[src/common/ddp_params.svh]
// Constants for the dual data pointer control block
`ifndef DDP_PARAMS_SVH
`define DDP_PARAMS_SVH

`define DDP_ADDR_CONTROL  8'ha7
`define DDP_ADDR_LOW      8'h82
`define DDP_ADDR_HIGH     8'h83
`define DDP_ADDR_PAGE     8'h84
`define DDP_CONTROL_RESET 8'h00
`define DDP_PTR_RESET     24'h000000
`define DDP_BIT_SELECT    0
`define DDP_BIT_MAIN_LO   2
`define DDP_BIT_MAIN_HI   3
`define DDP_BIT_SHAD_LO   4
`define DDP_BIT_SHAD_HI   5
`define DDP_BIT_TOGGLE    6
`define DDP_CONTROL_MASK  8'h7d

`endif

[src/common/ddp_pkg.sv]
// Types for the dual data pointer control block
package ddp_pkg;
  // Per-pointer automatic adjust modes
  typedef enum logic [1:0] {
    DDP_MODE_NONE = 2'h0,
    DDP_MODE_INC  = 2'h1,
    DDP_MODE_DEC  = 2'h2,
    DDP_MODE_LSB  = 2'h3
  } ddp_mode_e;
  typedef logic [23:0] ddp_ptr_t;
endpackage : ddp_pkg

[src/hdl/ddp_adjust.sv]
// Post-move pointer adjust unit
`timescale 1ns/100ps
module ddp_adjust
  import ddp_pkg::*;
(
  input  wire ddp_pkg::ddp_ptr_t  ptr_in,   // Pointer before move
  input  wire ddp_pkg::ddp_mode_e mode_in,  // Adjust mode
  output ddp_pkg::ddp_ptr_t       ptr_out   // Pointer after move
);
  // Mode decode
  always_comb
  begin
    unique case (mode_in)
      DDP_MODE_NONE: ptr_out = ptr_in;
      DDP_MODE_INC:  ptr_out = ptr_in + 24'h000001;
      DDP_MODE_DEC:  ptr_out = ptr_in - 24'h000001;
      DDP_MODE_LSB:  ptr_out = {ptr_in[23:1], ~ptr_in[0]};
    endcase
  end
endmodule : ddp_adjust

[src/hdl/ddp_core.sv]
// Dual data pointer with control register on the core register port
`timescale 1ns/100ps
`include "ddp_params.svh"
module ddp_core
  import ddp_pkg::*;
(
  input  wire logic              ref_clk_in,      // Core clock
  input  wire logic              reset_n_in,      // Sync reset, active low
  input  wire logic [7:0]        reg_addr_in,     // Register address
  input  wire logic              reg_wr_in,       // Write strobe
  input  wire logic [7:0]        reg_wdata_in,    // Write data
  input  wire logic              ptr_load_in,     // Full pointer load strobe
  input  wire ddp_pkg::ddp_ptr_t ptr_load_data_in, // Full pointer load value
  input  wire logic              ptr_move_in,     // Pointer-addressed move done
  output logic [7:0]             reg_rdata_out,   // Registered read data
  output ddp_pkg::ddp_ptr_t      active_pointer_out, // Active pointer
  output logic [7:0]             data_pointer_control_out // Control value
);
  import ddp_pkg::*;

  ////////////////////////////////////////////////////////////////////////////
  // State
  logic [7:0] data_pointer_control;  // Control register
  ddp_ptr_t   main_ptr;              // Main pointer
  ddp_ptr_t   shadow_ptr;            // Shadow pointer
  ddp_ptr_t   next_main;             // Main after adjust
  ddp_ptr_t   next_shadow;           // Shadow after adjust
  ddp_ptr_t   active_now;            // Currently selected pointer
  logic       pointer_select;        // Select bit
  logic       auto_toggle_enable;    // Auto swap enable
  ddp_mode_e  main_mode;             // Main adjust mode
  ddp_mode_e  shadow_mode;           // Shadow adjust mode
  logic       wr_ctrl;               // Control write hit
  logic       wr_low;                // Low byte write hit
  logic       wr_high;               // High byte write hit
  logic       wr_page;               // Page byte write hit

  // Field extraction
  // Fields are decoded straight from the stored control byte,
  // so a control write acts on the very next move.
  // Bit 1 and bit 7 never hold a one, which keeps an
  // increment of the whole byte from carrying into the modes.
  assign pointer_select     = data_pointer_control[`DDP_BIT_SELECT];
  assign auto_toggle_enable = data_pointer_control[`DDP_BIT_TOGGLE];
  assign main_mode   = ddp_mode_e'({data_pointer_control[`DDP_BIT_MAIN_HI],
                                    data_pointer_control[`DDP_BIT_MAIN_LO]});
  assign shadow_mode = ddp_mode_e'({data_pointer_control[`DDP_BIT_SHAD_HI],
                                    data_pointer_control[`DDP_BIT_SHAD_LO]});
  // Active pointer mux
  assign active_now = pointer_select ? shadow_ptr : main_ptr;

  // Address decode
  // One compare per mapped address; unmapped writes fall through
  // and leave every register untouched.
  assign wr_ctrl = reg_wr_in && (reg_addr_in == `DDP_ADDR_CONTROL);
  assign wr_low  = reg_wr_in && (reg_addr_in == `DDP_ADDR_LOW);
  assign wr_high = reg_wr_in && (reg_addr_in == `DDP_ADDR_HIGH);
  assign wr_page = reg_wr_in && (reg_addr_in == `DDP_ADDR_PAGE);

  ////////////////////////////////////////////////////////////////////////////
  // Adjust units
  ddp_adjust u_adj_main (
    .ptr_in  (main_ptr),
    .mode_in (main_mode),
    .ptr_out (next_main)
  );
  ddp_adjust u_adj_shadow (
    .ptr_in  (shadow_ptr),
    .mode_in (shadow_mode),
    .ptr_out (next_shadow)
  );

  ////////////////////////////////////////////////////////////////////////////
  // Byte replace helper
  function automatic ddp_ptr_t put_byte(input ddp_ptr_t p, input logic [1:0] idx,
                                        input logic [7:0] b);
    ddp_ptr_t r;
    r = p;
    unique case (idx)
      2'h0: r[7:0]   = b;
      2'h1: r[15:8]  = b;
      default: r[23:16] = b;
    endcase
    return r;
  endfunction : put_byte

  // Apply a register write or load to a given pointer
  // A full load beats a byte write in the same cycle;
  // only the selected pointer ever calls this.
  function automatic ddp_ptr_t write_ptr(input ddp_ptr_t p);
    ddp_ptr_t r;
    r = p;
    if (ptr_load_in)
      r = ptr_load_data_in;
    else if (wr_low)
      r = put_byte(p, 2'h0, reg_wdata_in);
    else if (wr_high)
      r = put_byte(p, 2'h1, reg_wdata_in);
    else if (wr_page)
      r = put_byte(p, 2'h2, reg_wdata_in);
    return r;
  endfunction : write_ptr

  ////////////////////////////////////////////////////////////////////////////
  // Control register
  always_ff @(posedge ref_clk_in)
  begin
    if (!reset_n_in)
      data_pointer_control <= `DDP_CONTROL_RESET;
    else if (wr_ctrl)
      // Bits 7 and 1 stay zero, so increment just flips select
      data_pointer_control <= reg_wdata_in & `DDP_CONTROL_MASK;
    else if (ptr_move_in && auto_toggle_enable)
      // Swap after the adjust of the same move
      data_pointer_control[`DDP_BIT_SELECT] <= ~pointer_select;
  end

  ////////////////////////////////////////////////////////////////////////////
  // Main pointer
  // A move beats a byte write or load, so the adjust is never lost.
  // The idle pointer holds its value whatever the core does.
  always_ff @(posedge ref_clk_in)
  begin
    if (!reset_n_in)
      main_ptr <= `DDP_PTR_RESET;
    else if (!pointer_select)
    begin
      if (ptr_move_in)
        main_ptr <= next_main;
      else
        main_ptr <= write_ptr(main_ptr);
    end
  end

  ////////////////////////////////////////////////////////////////////////////
  // Shadow pointer
  always_ff @(posedge ref_clk_in)
  begin
    if (!reset_n_in)
      shadow_ptr <= `DDP_PTR_RESET;
    else if (pointer_select)
    begin
      if (ptr_move_in)
        shadow_ptr <= next_shadow;
      else
        shadow_ptr <= write_ptr(shadow_ptr);
    end
  end

  ////////////////////////////////////////////////////////////////////////////
  // Registered read data, unmapped reads zero
  always_ff @(posedge ref_clk_in)
  begin
    if (!reset_n_in)
      reg_rdata_out <= 8'h00;
    else
    begin
      unique case (reg_addr_in)
        `DDP_ADDR_CONTROL: reg_rdata_out <= data_pointer_control;
        `DDP_ADDR_LOW:     reg_rdata_out <= active_now[7:0];
        `DDP_ADDR_HIGH:    reg_rdata_out <= active_now[15:8];
        `DDP_ADDR_PAGE:    reg_rdata_out <= active_now[23:16];
        default:           reg_rdata_out <= 8'h00;
      endcase
    end
  end

  ////////////////////////////////////////////////////////////////////////////
  // Registered views for the core
  // Both views lag the state by one cycle; the core must allow for it.
  always_ff @(posedge ref_clk_in)
  begin
    if (!reset_n_in)
    begin
      active_pointer_out       <= `DDP_PTR_RESET;
      data_pointer_control_out <= `DDP_CONTROL_RESET;
    end
    else
    begin
      active_pointer_out       <= active_now;
      data_pointer_control_out <= data_pointer_control;
    end
  end
endmodule : ddp_core

[config.mk]
export PLATFORM = sky130hd
export DESIGN_NAME = ddp_core
export DESIGN_NICKNAME = d
export VERILOG_FILES = /design/src/common/ddp_pkg.sv /design/src/hdl/ddp_adjust.sv /design/src/hdl/ddp_core.sv
export VERILOG_INCLUDE_DIRS = /design/src /design/src/common
export SDC_FILE = /design/constraint.sdc
export NUM_CORES = 1
export LEC_CHECK = 0
export ABC_AREA = 0
export BUFFER_PORTS_ARGS = -buffer_cell sky130_fd_sc_hd__buf_2
export CORE_MARGIN = 1.5
export CORE_UTILIZATION = 56
export CTS_CLUSTER_DIAMETER = 120
export CTS_CLUSTER_SIZE = 40
export DETAILED_ROUTE_END_ITERATION = 10
export PLACE_DENSITY_LB_ADDON = 0.3
export SKIP_LAST_GASP = 1
export SLEW_MARGIN = 20
export SYNTH_ARGS = -nofsm -noshare
export SYNTH_HDL_FRONTEND = slang
export SYNTH_SLANG_ARGS = --single-unit
[constraint.sdc]
create_clock -name ref_clk_in -period 4.3 [get_ports ref_clk_in]
set_input_delay 1.075 -clock ref_clk_in [delete_from_list [all_inputs] [get_ports ref_clk_in]]
set_output_delay 1.075 -clock ref_clk_in [all_outputs]
set_load 0.01 [all_outputs]
# Word-level counts from Yosys, hierarchy flattened
# Index checks and enable logic that the tools add are counted.
# W data, S select, Z words.
# op_classes
add_sub_neg,4
eq_ne,16
muxes,12
n_bitwise,3
reduce_logical,19
# ops
cell,n
$mux W24,7
$pmux W24 S3,2
$add A24 B1 Y24 const B,2
$sub A24 B1 Y24 const B,2
$eq A8 B8 Y1 const B,4
$pmux W8 S4,1
$reduce_and A6 Y1,2
$reduce_and A5 Y1,2
$reduce_bool A3 Y1,3
$eq A2 B2 Y1 const B,4
$ne A2 B2 Y1 const B,4
$reduce_and A4 Y1,2
$ne A3 B3 Y1 const B,2
$reduce_and A3 Y1,2
$logic_and A1 B1 Y1,5
$eq A2 B1 Y1 const B,2
$logic_not A2 Y1,2
$not A1 Y1,3
$mux W1,2
$reduce_bool A2 Y1,1
# word_totals
reg_bits,92
in_bits,45
word_cells,67

# Longest topological paths before layout
# depth
word_depth,7
depth_mapped,14

# By module
# Synthesis repeated with hierarchy kept, for this count alone.
# unflattened
cells_unflattened,1158
area_unflattened_um2,8896.0
# modules_own_cells
module,n_inst,cells_per_inst,area_each_um2,seq_area_each_um2
ddp_core,1,476,4584.4,1841.8
ddp_adjust at u_adj_main,1,353,2299.7,0.0
ddp_adjust at u_adj_shadow,1,329,2011.9,0.0

# Worst setup path before layout
# OpenSTA, ideal clock, no wires.
# synth_timing
kind,flip-flop to flip-flop
startpoint,reg data_pointer_control[2]
endpoint,reg main_ptr[16]
setup_ns,0.081
arrival_ns,3.130
required_time_ns,4.219
setup_slack_ns,1.090
stages_incl_launch_ff,14
path_buffers,4
period_less_slack_ns,3.210
cell_sequence,dfxtp_1 buf_2 nand2b_4 buf_2 buf_1 buf_1 xnor2_1 ha_1 or4_1 nor3_1 o22a_1 a41oi_1 or4_1 a41oi_1
# synth_between
elab_chain_cells,3
# synth_rtl
item,line,source
start: declaration,ddp_core.sv:23,logic [7:0] data_pointer_control;
start signal: assignment,ddp_core.sv:109,data_pointer_control <= `DDP_CONTROL_RESET;
start signal: assignment,ddp_core.sv:112,data_pointer_control <= reg_wdata_in & `DDP_CONTROL_MASK;
start signal: indexed assignment,ddp_core.sv:115,data_pointer_control[`DDP_BIT_SELECT] <= ~pointer_select;
"$eq A2 B2 Y1, or another cell as far along",ddp_adjust.sv:13,unique case (mode_in)
$ne A2 B2 Y1 (no source line) or $pmux W24 S3 (tied branches),-,
$reduce_and A6 Y1 (no source line) or $mux W24 (tied branches),-,
end signal: assignment,ddp_core.sv:125,main_ptr <= `DDP_PTR_RESET;
end signal: assignment,ddp_core.sv:129,main_ptr <= next_main;
end signal: assignment,ddp_core.sv:131,main_ptr <= write_ptr(main_ptr);
end: declaration,ddp_core.sv:24,ddp_ptr_t main_ptr;
# Several ways; a longest one is shown, not always the timed one.
# A chain may end at the register's enable or synchronous reset.

# Worst setup path after layout
# layout_timing
startpoint,in reg_addr_in[4]
endpoint,reg shadow_ptr[15]
# layout_between
elab_chain_cells,6
# layout_rtl
item,line,source
start: declaration,ddp_core.sv:9,"input wire logic [7:0] reg_addr_in,"
$eq A8 B8 Y1,-,
$logic_and A1 B1 Y1,ddp_core.sv:57,assign wr_high = reg_wr_in && (reg_addr_in == `DDP_ADDR_HIGH);
$mux W24,ddp_core.sv:97,else if (wr_high)
$mux W24,ddp_core.sv:95,else if (wr_low)
$mux W24,ddp_core.sv:93,if (ptr_load_in)
$mux W24,ddp_core.sv:143,if (ptr_move_in)
end signal: assignment,ddp_core.sv:140,shadow_ptr <= `DDP_PTR_RESET;
end signal: assignment,ddp_core.sv:144,shadow_ptr <= next_shadow;
end signal: assignment,ddp_core.sv:146,shadow_ptr <= write_ptr(shadow_ptr);
end: declaration,ddp_core.sv:25,ddp_ptr_t shadow_ptr;
# Several ways; a longest one is shown, not always the timed one. The select of a mux whose other input is x is not followed.

==> key figures <==
Logic synthesis
  – Yosys top cell area share: 26.9%
  – Cells after Synth: approximately 950
  – Yosys top cell by area: dfxtp_1
  – Most common cell in the netlist: nand2_1
  – Synth warnings: 0
  – Unique cell type count in the Yosys netlist: between 80 and 90
  – Top_reg_cell synth: dfxtp_1
  – Post-synth ARST share: 0%
  – Mapped cell area: around 0.0068 sq mm
  – Sequential share of the synthesized area: between 20 and 30%
  – Synth top cells by count: nand2_1, nor2_1, dfxtp_1, a21oi_1, clkbuf_1
  – Register bit count reported by yosys: between 90 and 100
  – EDFF count, synth: 0
  – Ranking of synthesized cells by area: dfxtp_1, mux2i_1, nand2_1
  – Mean Syn Cell Area: slightly above 7 sq um

Route
  – DR vias: 7621
  – DRT Wirelength: 23100 microns
  – DRC: 0
  – Initial DRC Count: ~1100
  – Routed length per instance: 20.8 microns
  – TritonRoute pass-1 iters: 6
  – DRT antenna net count: 0
  – Vias per Instance: approximately 7

Power
  – VDD IR-drop max: approximately 0.16 mV
  – Lkg Pwr: approximately 2.8 nW
  – Cell Pwr Density: 270 mW/mm^2

Clocking
  – Skew-Pair Late Insertion Delay: approximately 350 ps
  – Htree depth: 3
  – CTS Sinks: just over 90
  – CTS buffer count: 9
  – CTS tree: done
  – Hold_buf cts: 0
  – Worst-path clk slew: approximately 70 ps
  – Postcts setup bufs: 0
  – Clk root buf: clkbuf_16
  – Post-cts resize count: 0
  – Clock Path Buffers: 2

Run
  – Max-Cap Viols: 0

Final layout
  – ANT cells: 0
  – Layout cells sized above 1: ~15%
  – P&R area growth vs syn: 9.69%
  – Multi-input gate area: ~0.0046 sq mm
  – Fill cells: roughly 1100
  – Register area: 0.00184 sq mm
  – Final nets: approximately 1000

STA
  – Post-route clock period utilization: about 78%
  – Slew Limit Fails: 0
  – RSZ-0062 raised after global routing: false
  – Setup-failing EPs final: 0
  – Final setup TNS: 0 ps
  – Final Worst Setup Slack: 926 ps
  – Fin crit period: between 3000 and 4000 ps
  – Relative slew slack: 27.4%
  – Clock skew: 5.03 ps
  – Worst Tran Pin Value: around 1100 ps
  – Achievable Freq: 296 MHz
  – Hold Violations, Final: 0

GRT
  – Vias in the first global route: around 6500
  – Tot GR Track Use: a little over a third
  – Pin count of the biggest net entering global routing: 60
  – Total gr overflow: 0
  – First-pass GRT wire length: 35600 microns
  – Initial antenna violation count: 0

Placed design
  – DP Wirelength: 16800 microns
  – Final Wtd Congestion: a little under 1
  – Post-place setup slack: slightly above 700 ps
  – # port buffers: 82

Worst setup path
  – Worst path required time: roughly 4600 ps
  – Critical Path, Cell by Cell: buf_2 -> nor4b_4 -> nand4_1 -> a21oi_1 -> o21ai_1 -> o221ai_1 -> o21ba_1
  – Crit-path max FO: 17
  – Crit Path Category: primary input to register
  – Crit path largest cell delay: approximately 940 ps
  – Slowest CP cell: a21oi_1
  – Endpoint class of the critical path: register
  – Worst EP arrival: roughly 3600 ps
  – CP Buf/Inv Count: 1
  – Type of origin of the critical path: primary input
  – Delay-heaviest family, CP: compound AO/OA/AOI/OAI gates

Die
  – FP Rows: 40
  – Die Ht: ~110 microns
  – Io pins: 85
  – Initial Util: 57.2%
  – Full die area: ~0.013 sq mm
  – Core area: roughly 0.012 sq mm
  – DIE WIDTH: 114 microns

Outcome
  – Status: finished, final reports clean

Min path
  – Min-Delay Path Class: register to register
-- cells in the final DEF, fill, tap and decap left out, types with 18 or more instances in the layout --
cell type,count
or4_1,18
nand2_1,101
mux2i_1,38
nand3_1,34
o21ai_0,40
a21oi_1,70
dfxtp_1,92
a31oi_1,20
nor3_1,59
and2_1,21
buf_2,82
nor2_1,94
-- kinds of logic (layout without fill, tap and decap cells) --
kind of cell | after synthesis | after routing | share of synthesized area, %
muxes | 48 | 48 | 7.20
xor gates and xnor gates | 20 | 20 | 2.56
DFF | 92 | 92 | 26.9
and+or+nand+nor | 426 | 426 | 31.6
adders and majority gates | 2 | 2 | 0.365
AOI/OAI and AO/OA | 258 | 258 | 25.3
buffers and inverters | 101 | 120 | 5.98
other | 1 | 2 | 0.0548
-- tightest hold or removal path, stage by stage (launching register included) --
cell and delay [ps]:
dfxtp_1 350, nand2_1 70, a21oi_1 70
-- state kept, by name, indices dropped and copies added, names as in the netlist --
register and count:
active_pointer_out 24, data_pointer_control 6, data_pointer_control_out 6, main_ptr 24
reg_rdata_out 8, shadow_ptr 24
-- worst paths after layout --
| check | from | end | slack, ps | depth (start not counted) |
|---|---|---|---|---|
| worst max register to register | data_pointer_control[4] | shadow_ptr[16] | 1240 | 11 |
| worst max-delay path | reg_addr_in[4] | shadow_ptr[15] | 930 | 7 |
| worst min register to register | data_pointer_control[6] | data_pointer_control[6] | 540 | 2 |
| worst min-delay path | data_pointer_control[6] | data_pointer_control[6] | 540 | 2 |
-- metal layers --
metal / GRT usage (%) / wire length [microns] / vias to the layer above
li1: - / - / 3513
met1: 48.6 / 9450 / 3466
met2: 54.5 / 9960 / 572
met3: 6.96 / 2870 / 70
met4: 14.2 / 876 / 0
met5: 0 / 0 / -
-- power breakdown --
group          switching, W  internal (W)
clock              0.000356      0.000531
sequential        0.0000345      0.000869
combinational      0.000156     0.0000810
-- layout make-up --
type / count / share of cell area [%]
clock buffers: 10 / 3.18
clock inverters: 6 / 1.25
inverters: 7 / 0.350
multi-input cells: 756 / 61.3
flip-flops and latches: 92 / 24.5
well taps: 147 / 2.45
repair buffers: 97 / 6.96
-- stage by stage --
stage               hold slack (ps)  instance area, sq um  std cells  utilization [%]  power, W
global placement                498                  7180       1099             60.0   0.00115
floorplan                       458                  6850        949                -   0.00106
CTS                             531                  7510       1115             62.8   0.00201
detailed placement              497                  7180       1099             60.0   0.00115
finish                          539                  7510       1115             62.8   0.00203
global route                    563                  7510       1115             62.8   0.00209
No activity file was read; power rests on OpenSTA's default activity.
